--- config.mk ---
export PLATFORM = sky130hd
export DESIGN_NAME = odc_serial_command
export DESIGN_NICKNAME = d
export VERILOG_FILES = /design/src/odc_pkg.sv /design/src/odc_frame_if.sv /design/src/odc_serial_command.sv /design/src/odc_cmd_decode.sv
export SDC_FILE = /design/constraint.sdc
export NUM_CORES = 1
export LEC_CHECK = 0
export BUFFER_PORTS_ARGS = -buffer_cell sky130_fd_sc_hd__clkbuf_2
export CAP_MARGIN = 20
export CORE_ASPECT_RATIO = 0.8
export CORE_MARGIN = 5
export CORE_UTILIZATION = 54
export CTS_CLUSTER_SIZE = 28
export DETAILED_ROUTE_END_ITERATION = 10
export GPL_TIMING_DRIVEN = 1
export PLACE_DENSITY = 0.81
export SLEW_MARGIN = 5
export SYNTH_ARGS = -nofsm -noshare
export SYNTH_HDL_FRONTEND = slang
export SYNTH_HIERARCHICAL = 1
export SYNTH_SLANG_ARGS = --single-unit
--- constraint.sdc ---
create_clock -name clk -period 2.9 [get_ports clk]
set_input_delay 0.145 -clock clk [delete_from_list [all_inputs] [get_ports clk]]
set_output_delay 0.145 -clock clk [all_outputs]
set_load 0.005 [all_outputs]
--- src/odc_pkg.sv ---
// Constants, field layouts and types for the octal DAC serial command block.
// Assumes a single 20 MHz system clock; the serial link pins are asynchronous to it.
//
// Overview of operation
// A command frame is 16 bits: an 8-bit channel mask, then a data byte.
// Bits shift in most significant first, mask MSB first, data LSB last.
// On latch, data loads every DAC channel whose mask bit is one.
// A nonzero-mask load changes only the selected DAC codes, never buffer modes.
// Zero mask with command flag set: skip bit six, store six mode bits only.
// Mode bits five, four, two, one enable buffering of pairs 0-1, 2-3, 4-5, 6-7.
// Bit three picks full or half buffer for outputs 0-3, bit zero for 4-7.
// An all-zero frame is the idle command and changes nothing.
// In a chain the host sends idle frames to devices that must not change.
// Frame select going low starts a new command frame.
// A byte host sends mask byte then data byte under one frame select.
// Frame select returning high makes the device apply the latched command.
// The host keeps serial data valid around each rising serial clock edge.
// The host shifts each byte out most significant bit first.
// Serial input is sampled on each rising serial clock while frame select is low.
// Frame select rising latches the 16 bits, stops shifting, applies the command.
// Shifted-out bits leave on an open-drain chain output for the next device.
// With other than sixteen bits, the last sixteen shifted in are decoded.
package odc_pkg;

   // Frame layout
   localparam int unsigned FRAME_BITS     = 16;
   localparam int unsigned CHANNELS       = 8;
   localparam int unsigned MASK_MSB       = 15;
   localparam int unsigned MASK_LSB       = 8;
   localparam int unsigned DATA_MSB       = 7;
   localparam int unsigned DATA_LSB       = 0;

   // Data byte fields of a buffer command
   localparam int unsigned BUFFER_CMD_FLAG        = 7;
   localparam int unsigned IGNORED_BIT            = 6;
   localparam int unsigned PAIR01_BUFFER_ON       = 5;
   localparam int unsigned PAIR23_BUFFER_ON       = 4;
   localparam int unsigned LOW_GROUP_FULL_BUFFER  = 3;
   localparam int unsigned PAIR45_BUFFER_ON       = 2;
   localparam int unsigned PAIR67_BUFFER_ON       = 1;
   localparam int unsigned HIGH_GROUP_FULL_BUFFER = 0;

   // Register port map (byte addresses)
   localparam logic [7:0] REG_CTRL     = 8'h00;
   localparam logic [7:0] REG_STATUS   = 8'h04;
   localparam logic [7:0] REG_MODE     = 8'h08;
   localparam logic [7:0] REG_DAC_BASE = 8'h10;
   localparam logic [7:0] REG_DAC_LAST = 8'h2c;

   // Register fields
   localparam int unsigned CTRL_CHAIN_EN   = 0;
   localparam int unsigned STAT_COUNT_LSB  = 0;
   localparam int unsigned STAT_ODD_FLAG   = 8;
   localparam int unsigned STAT_IN_FRAME   = 9;
   localparam int unsigned MODE_FULL_LSB   = 4;

   // Reset values
   localparam logic [7:0]  RESET_DAC_CODE  = 8'h00;
   localparam logic [3:0]  RESET_BUF_ON    = 4'h0;
   localparam logic [1:0]  RESET_FULL_BUF  = 2'h0;
   localparam logic        RESET_CHAIN_EN  = 1'b1;
   localparam logic [4:0]  COUNT_FULL      = 5'h10;

   // Link timing as seen by the bench
   localparam int unsigned SYS_CLK_NS      = 50;
   localparam int unsigned LINK_PERIOD_NS  = 400;
   localparam int unsigned SAMPLES_PER_BIT = LINK_PERIOD_NS / SYS_CLK_NS;

   // Link state, one-hot
   typedef enum logic [1:0]
   {
      ODC_IDLE  = 2'b01,
      ODC_FRAME = 2'b10
   } odc_state_t;

endpackage : odc_pkg

--- src/odc_frame_if.sv ---
// Carrier between the serial front end and the command decoder.
// Assumes both ends run on the same clock; the decoder is purely combinational.
`timescale 1ns/1ps
`default_nettype none
interface odc_frame_if;
   logic [15:0] word;       // Last sixteen bits shifted in
   logic        latch;      // One-cycle pulse: frame closed
   logic [7:0]  loadMask;   // Channels to load this cycle
   logic [7:0]  loadData;   // Code for the selected channels
   logic        modeWrite;  // Buffer mode update this cycle
   logic [3:0]  bufferOn;   // Pair buffer enables
   logic [1:0]  fullBuffer; // Group full/half choice
   logic        idle;       // Idle command seen

   modport src
   (
      output word, latch,
      input  loadMask, loadData, modeWrite, bufferOn, fullBuffer, idle
   );
   modport dec
   (
      input  word, latch,
      output loadMask, loadData, modeWrite, bufferOn, fullBuffer, idle
   );
endinterface : odc_frame_if
`default_nettype wire

--- src/odc_serial_command.sv ---
// Top of the octal DAC serial command block: pin sampling, shift register,
// chain output, DAC code and buffer mode storage, and a small register port.
// Assumes frame select, serial clock and serial data come straight from pins;
// the serial clock must be well below half the system clock rate.
//
// Added by the designer: the plain strobed port and the placing of the registers.
`timescale 1ns/1ps
`default_nettype none
module odc_serial_command
   import odc_pkg::*;
(
   // System
   input  wire logic             clk,
   input  wire logic             rst_b,
   input  wire logic             clkEn,
   // Serial link pins
   input  wire logic             frameSel_b,
   input  wire logic             serClk,
   input  wire logic             serIn,
   output var  logic             chainOut,
   output var  logic             chainOutEn,
   // Converter side
   output var  logic [7:0][7:0]  dacCode,
   output var  logic [3:0]       bufferOn,
   output var  logic [1:0]       fullBuffer,
   output var  logic             dacUpdate,
   output var  logic             modeUpdate,
   // Register port
   input  wire logic [7:0]       regAddr,
   input  wire logic [31:0]      regWdata,
   input  wire logic             regWr,
   input  wire logic             regRd,
   output var  logic [31:0]      regRdata
);

   typedef struct packed
   {
      logic             clkMeta;
      logic             clkSync;
      logic             clkPrev;
      logic             dinMeta;
      logic             dinSync;
      logic             selMeta;
      logic             selSync;
      logic             selPrev;
      odc_state_t       state;
      logic [15:0]      shiftReg;
      logic [4:0]       bitCount;
      logic [15:0]      frameWord;
      logic             latch;
      logic [7:0][7:0]  dacCode;
      logic [3:0]       bufferOn;
      logic [1:0]       fullBuffer;
      logic             dacUpdate;
      logic             modeUpdate;
      logic             chainOut;
      logic             chainOutEn;
      logic             chainEn;
      logic [4:0]       lastCount;
      logic             oddFlag;
      logic [31:0]      rdata;
   } odc_regs_t;

   odc_regs_t   q;
   odc_regs_t   next_q;
   odc_frame_if frm ();

   // True when the address hits one of the eight DAC readback words
   function automatic logic isDacAddr(input logic [7:0] addr);
      isDacAddr = (addr >= REG_DAC_BASE) && (addr <= REG_DAC_LAST) && (addr[1:0] == 2'b00);
   endfunction

   // Channel index of a DAC readback word
   function automatic logic [2:0] dacIndex(input logic [7:0] addr);
      logic [7:0] off;
      off      = addr - REG_DAC_BASE;
      dacIndex = off[4:2];
   endfunction

   odc_cmd_decode u_decode
   (
      .frm (frm.dec)
   );

   assign frm.word  = q.frameWord;
   assign frm.latch = q.latch;

   // Next-state logic for the whole block
   always_comb
   begin
      logic clkRise;
      logic selFall;
      logic selRise;
      logic oddSet;
      clkRise = 1'b0;
      selFall = 1'b0;
      selRise = 1'b0;
      oddSet  = 1'b0;
      next_q  = q;

      // Two flops on every pin; edges are taken from the second stage only
      next_q.clkMeta = serClk;
      next_q.clkSync = q.clkMeta;
      next_q.clkPrev = q.clkSync;
      next_q.dinMeta = serIn;
      next_q.dinSync = q.dinMeta;
      next_q.selMeta = frameSel_b;
      next_q.selSync = q.selMeta;
      next_q.selPrev = q.selSync;
      clkRise = q.clkSync & ~q.clkPrev;
      selFall = ~q.selSync & q.selPrev;
      selRise = q.selSync & ~q.selPrev;

      next_q.latch      = 1'b0;
      next_q.dacUpdate  = 1'b0;
      next_q.modeUpdate = 1'b0;

      // Link state machine
      case (q.state)
         ODC_IDLE:
         begin
            if (selFall)
            begin
               next_q.state    = ODC_FRAME;
               next_q.bitCount = 5'h00;
            end
         end
         ODC_FRAME:
         begin
            if (selRise)
            begin
               // Shifting stops here; the register keeps its last sixteen bits
               next_q.state     = ODC_IDLE;
               next_q.frameWord = q.shiftReg;
               next_q.latch     = 1'b1;
               next_q.lastCount = q.bitCount;
               oddSet           = (q.bitCount != COUNT_FULL);
            end
            else if (clkRise)
            begin
               next_q.shiftReg = {q.shiftReg[14:0], q.dinSync};
               if (q.bitCount != 5'h1f)
                  next_q.bitCount = q.bitCount + 5'h01;
            end
         end
         default:
         begin
            next_q.state = ODC_IDLE;
         end
      endcase

      // Open-drain chain output pulls low for a zero; the pin sees the bit
      // that is next to leave, so a chain behind sees the bit stream delayed by 16
      next_q.chainOut   = 1'b0;
      next_q.chainOutEn = q.chainEn & ~next_q.shiftReg[MASK_MSB];

      // Apply the decoded command the cycle after the latch pulse
      for (int ch = 0; ch < CHANNELS; ch++)
      begin
         if (frm.loadMask[ch])
            next_q.dacCode[ch] = frm.loadData;
      end
      if (frm.loadMask != 8'h00)
         next_q.dacUpdate = 1'b1;
      if (frm.modeWrite)
      begin
         next_q.bufferOn   = frm.bufferOn;
         next_q.fullBuffer = frm.fullBuffer;
         next_q.modeUpdate = 1'b1;
      end

      // Register writes; a new odd frame wins over a clear in the same cycle
      if (regWr)
      begin
         if (regAddr == REG_CTRL)
            next_q.chainEn = regWdata[CTRL_CHAIN_EN];
         if ((regAddr == REG_STATUS) && regWdata[STAT_ODD_FLAG])
            next_q.oddFlag = 1'b0;
      end
      if (oddSet)
         next_q.oddFlag = 1'b1;

      // Register reads: data stands for one cycle only
      next_q.rdata = 32'h0000_0000;
      if (regRd)
      begin
         if (regAddr == REG_CTRL)
            next_q.rdata[CTRL_CHAIN_EN] = q.chainEn;
         else if (regAddr == REG_STATUS)
         begin
            next_q.rdata[STAT_COUNT_LSB +: 5] = q.lastCount;
            next_q.rdata[STAT_ODD_FLAG]       = q.oddFlag;
            next_q.rdata[STAT_IN_FRAME]       = (q.state == ODC_FRAME);
         end
         else if (regAddr == REG_MODE)
         begin
            next_q.rdata[3:0]                 = q.bufferOn;
            next_q.rdata[MODE_FULL_LSB +: 2]  = q.fullBuffer;
         end
         else if (isDacAddr(regAddr))
            next_q.rdata[7:0] = q.dacCode[dacIndex(regAddr)];
      end
   end

   // State register: synchronous reset, frozen while the clock enable is low
   always_ff @(posedge clk)
   begin
      if (!rst_b)
      begin
         q            <= '0;
         q.selMeta    <= 1'b1;
         q.selSync    <= 1'b1;
         q.selPrev    <= 1'b1;
         q.state      <= ODC_IDLE;
         q.dacCode    <= {CHANNELS{RESET_DAC_CODE}};
         q.bufferOn   <= RESET_BUF_ON;
         q.fullBuffer <= RESET_FULL_BUF;
         q.chainEn    <= RESET_CHAIN_EN;
      end
      else if (clkEn)
         q <= next_q;
   end

   // Outputs straight from the state register
   assign chainOut   = q.chainOut;
   assign chainOutEn = q.chainOutEn;
   assign dacCode    = q.dacCode;
   assign bufferOn   = q.bufferOn;
   assign fullBuffer = q.fullBuffer;
   assign dacUpdate  = q.dacUpdate;
   assign modeUpdate = q.modeUpdate;
   assign regRdata   = q.rdata;

endmodule : odc_serial_command
`default_nettype wire

--- src/odc_cmd_decode.sv ---
// Command decoder: turns a latched frame into load and mode actions.
// Assumes latch is a one-cycle pulse and word is stable while it is high.
`timescale 1ns/1ps
`default_nettype none
module odc_cmd_decode
   import odc_pkg::*;
(
   // Frame carrier
   odc_frame_if.dec frm
);

   logic [7:0] mask;
   logic [7:0] data;

   // Split the frame into mask and data byte
   assign mask = frm.word[MASK_MSB:MASK_LSB];
   assign data = frm.word[DATA_MSB:DATA_LSB];

   // Classify the command; bit six is never looked at
   always_comb
   begin
      frm.loadMask   = 8'h00;
      frm.loadData   = data;
      frm.modeWrite  = 1'b0;
      frm.idle       = 1'b0;
      frm.bufferOn   = {data[PAIR67_BUFFER_ON], data[PAIR45_BUFFER_ON],
                        data[PAIR23_BUFFER_ON], data[PAIR01_BUFFER_ON]};
      frm.fullBuffer = {data[HIGH_GROUP_FULL_BUFFER], data[LOW_GROUP_FULL_BUFFER]};
      if (frm.latch)
      begin
         if (mask != 8'h00)
            frm.loadMask = mask;
         else if (data[BUFFER_CMD_FLAG])
            frm.modeWrite = 1'b1;
         else
            frm.idle = 1'b1;
      end
   end

endmodule : odc_cmd_decode
`default_nettype wire

# After elaboration in Yosys (flattened, before gate mapping)
# Cells that the tools add are included.
[word_totals] in_bits=48 output_inout_bits=106 elab_cells=115 ff_bits=138
[classes] reduce_logical=25 n_eq_ne=11 order_cmp=3 mux=34 bitwise_logic=9 addsub=2
[op_table] operator="2-to-1 mux 21 bit" count=2
[op_table] operator="2-to-1 mux 8 bit" count=4
[op_table] operator="binary-select mux 8 bit (select 3 bit)" count=1
[op_table] operator="AND reduction 2 bit" count=9
[op_table] operator="2-to-1 mux 16 bit" count=1
[op_table] operator="nonzero test 8 bit" count=2
[op_table] operator="2-to-1 mux 5 bit" count=3
[op_table] operator="2-to-1 mux 1 bit" count=13
[op_table] operator="AND reduction 3 bit" count=4
[op_table] operator="2-to-1 mux 10 bit" count=1
[op_table] operator="inequality test 2 bit, second input constant" count=5
[op_table] operator="inequality test 5 bit, second input constant" count=2
[op_table] operator="one-hot mux 5 bit (2 select lines)" count=1
[op_table] operator="2-to-1 mux 9 bit" count=1
[op_table] operator="equality test 8 x 3 -> 1 bit, second input constant" count=1
[op_table] operator="equality test 8 x 4 -> 1 bit, second input constant" count=1
[op_table] operator="greater-or-equal comparator 8 x 5 -> 1 bit, second input constant" count=1
[op_table] operator="<= comparator 8 x 6 -> 1 bit, second input constant" count=1
[op_table] operator="zero test 8 bit" count=1
[op_table] operator="2-to-1 mux 2 bit" count=4
[op_table] operator="2-to-1 mux 6 bit" count=1
[op_table] operator="AND reduction 6 bit" count=1
[op_table] operator="nonzero test 2 bit" count=3
[op_table] operator="adder 5 x 1 -> 5 bit, second input constant" count=1
[op_table] operator="other kinds (11)" count=20

# Longest topological paths before layout
[logic_depth] depth_word=8 ltp_mapped=6 mapped_depth_nobuf=6

# Modules after synthesis
# The synthesis kept the hierarchy.
[by_module_without_submodules] module="odc_serial_command" area_each_um2=6573.8 seq_area_each_um2=2762.6 cells_per_inst=780 n_inst=1
[by_module_without_submodules] module="odc_cmd_decode" area_each_um2=187.7 seq_area_each_um2=0.0 cells_per_inst=26 n_inst=1

# Worst setup path after synthesis
# Ideal clock, no wire load.
[synth_path] path_type="reg-to-reg" from="register q[130] (netlist bit)" to="register q[133] (netlist bit)" setup_ns=0.072 n_path_buf=0 setup_slack_ns=0.882 t_arrival_ns=1.946 path_stages_with_launch=7 period_less_slack_ns=2.018 t_required_ns=2.828 cell_sequence="dfxtp_1 > ha_1 > and3_1 > ha_1 > o41a_1 > or4_1 > a21oi_1"
[synth_via] elab_chain_len=5 word_cells_on_any_way=8 cone_classes="1 x add/sub; 2 x eq/ne; 4 x mux; 1 x reduce/logical"
[synth_lines] element="start, declared" line_no="odc_serial_command.sv:64" source="odc_regs_t q;"
[synth_lines] element="start signal, assigned" line_no="odc_serial_command.sv:221" source="q <= next_q;"
[synth_lines] element="adder 5 x 1 -> 5 bit" line_no="odc_serial_command.sv:143" source="next_q.bitCount = q.bitCount + 5'h01;"
[synth_lines] element="2-to-1 mux 5 bit" line_no="odc_serial_command.sv:142" source="if (q.bitCount != 5'h1f)"
[synth_lines] element="2-to-1 mux 21 bit" line_no="odc_serial_command.sv:139" source="else if (clkRise)"
[synth_lines] element="2-to-1 mux 21 bit" line_no="odc_serial_command.sv:130" source="if (selRise)"
[synth_lines] element="one-hot mux 5 bit (2 select lines)" line_no="odc_serial_command.sv:119" source="case (q.state)"
# Parallel ways exist; a longest one is shown, timed or not. The select of a mux whose other input is x is not followed.
# A chain may end at the register's enable or synchronous reset.

# Worst setup path in the final report
# Same ends and word-level chain as after synthesis.

==> impl_metrics.py <==
metrics = {
    "status": {
        "status": "finished, final reports clean",
    },
    "grt": {
        "grtUsageTotal": 0.2290,
        "grt_pass1_vias": 5126,
        "antenna_found_initial": 0,
        "grt_max_degree": 122,
        "grt_pass1_wl_um": 26550,
        "grt_overflow": 0,
    },
    "pwr": {
        "power_density_nw_per_um2": 607.9,
        "ir_drop_mv": 0.4063,
        "totalPowerFinal_mw": 4.370,
        "power.leakage_nw": 2.742,
    },
    "critical_path": {
        "worstPathCellList": "ha_1 > and3_1 > ha_1 > o41a_1 > or4_1 > a21oi_1",
        "cp_max_fo": 7,
        "rrSetupSlack_ps": 710,
        "critPathArrivalTime_ps": 2530,
        "required_ps": 3240,
        "cp-end-kind": "flip-flop",
        "start_kind": "flip-flop",
        "path_depth": 6,
        "crit_path_max_incr_delay_ps": 530,
        "crit_top_cell": "ha_1",
        "slowest_stage": "o41a_1",
        "crit_family": "compound AO/OA/AOI/OAI gates",
        "critical_path_buf_inv_count": 0,
        "ff2ff_path_depth": 6,
        "criticalPathCategory": "flip-flop to flip-flop",
    },
    "sta": {
        "whs_ps": 79.36,
        "fin_skew_ps": 5.859,
        "max_freq_mhz": 456.5,
        "fin_crit_ps": 2190,
        "tightest_slew_ps": 904.7,
        "period_share": 0.7553,
        "rsz0062_at_grt": "false",
        "timing.final.ws_setup_ps": 709.5,
        "setup_viol": 0,
        "final_hold_viol_count": 0,
        "relSlewSlack": 0.3952,
        "finalSetupTns_ps": 0,
        "drv_slew": 0,
    },
    "hold_path": {
        "whs_path_depth": 2,
        "min_path_type": "primary input to flip-flop",
    },
    "routing": {
        "drt_iter0_drc": 590,
        "wire_per_inst_um": 17.64,
        "routed_wl_um": 17060,
        "final_antenna_net_count": 0,
        "first_pass_iters": 7,
        "routed-via-count": 5538,
        "avgViaCountPerCell": 5.727,
        "drc_errors": 0,
    },
    "layout": {
        "area_growth_pct": 6.468,
        "fin_nets": 834,
        "layout-drive-gt1-share": 0.1997,
        "fin_util": 0.5889,
        "antennaDiodeCount": 0,
    },
    "cts": {
        "ctsResizeCount": 0,
        "cts_root_buf": "clkbuf_16",
        "cts.path.max_buffers": 2,
        "tritoncts": "yes",
        "cts_made_buffers": 17,
        "clock_sinks": 138,
        "clkTransAtPathRegs_ps": 60,
        "htree_levels": 4,
        "clock_latency_ps": 420,
    },
    "placement": {
        "dp_hpwl_um": 11390,
        "gp_congestion": 0.8503,
        "numPortBuffers": 100,
        "dp_slack_ps": 769.4,
    },
    "floorplan": {
        "pin_count": 154,
        "core-area_um2": 12210,
        "dieArea_um2": 14850,
        "start_util": 0.5531,
        "core.rowCount": 36,
        "die_x_um": 135.0,
        "die_h_um": 110.0,
    },
    "logic_synthesis": {
        "syn_inst": 805,
        "synth_warnings": 6,
        "syn_area_um2": 6751,
        "avgSynthCellArea_um2": 8.387,
    },
    "run": {
        "drv_cap": 0,
    },
}
[cells in the final DEF (no fill, tap or decap), types with 5 or more instances in the layout]
cell type    n
conb_1      23
clkbuf_2    99
nor2b_1     14
o21ai_0      9
mux2i_1     29
a22oi_1      8
and2_1       7
nor2_1      25
dfxtp_1    138
nand2_1    138
mux4_2      14
inv_1        5
clkbuf_16   17
a21oi_1    111
nor4_1       7
nand3_1     75
[state kept, by name, summed over array words and instances, names as in the netlist]
register	cells
bufferOn	4
chainOutEn	1
dacCode	64
dacUpdate	1
frm.latch	1
frm.word	16
fullBuffer	2
modeUpdate	1
next_q	5
q	33
regRdata	10
[routing by layer]
layer	track usage	up-vias	part of all wire
met5	0	-	0
met4	0.08705	0	0.024
met3	0.08258	39	0.12
met2	0.3448	294	0.45
met1	0.3039	2600	0.41
li1	-	2605	-
[per-stage QoR]
stage	std cells	area, µm²
2_1_floorplan	827	6834
3_3_place_gp	931	6511
3_5_place_dp	931	6511
4_1_cts	967	7188
5_1_grt	967	7188
6_report	967	7188
[power breakdown]
group	switching (mW)	leakage (nW)	internal (mW)	total (mW)
Sequential	0.00543	1.11	1.90	1.91
Clock	0.835	0.296	1.47	2.30
Combinational	0.109	1.33	0.0487	0.158
[final cells by class]
cell class | count | area, µm²
clock inverter | 13 | 193.9
multi-input combinational | 511 | 2945
sequential | 138 | 2763
fill | 1063 | 5019
timing repair buffer | 109 | 605.6
clock buffer | 19 | 442.9
tap | 171 | 214.0
inverter | 6 | 23.77
[path summary, 6_finish.rpt]
kind          startpoint          end
max               q[130]       q[133]
min                rst_b       q[153]
max reg2reg       q[130]       q[133]
min reg2reg  regRdata[6]  regRdata[6]
[timing repair]
item | CTS | global route
hold endpoints to repair | 4 | 0
setup buffers | 0 | 0
hold buffers | 4 | 0
(Power assumes the default switching activity.)
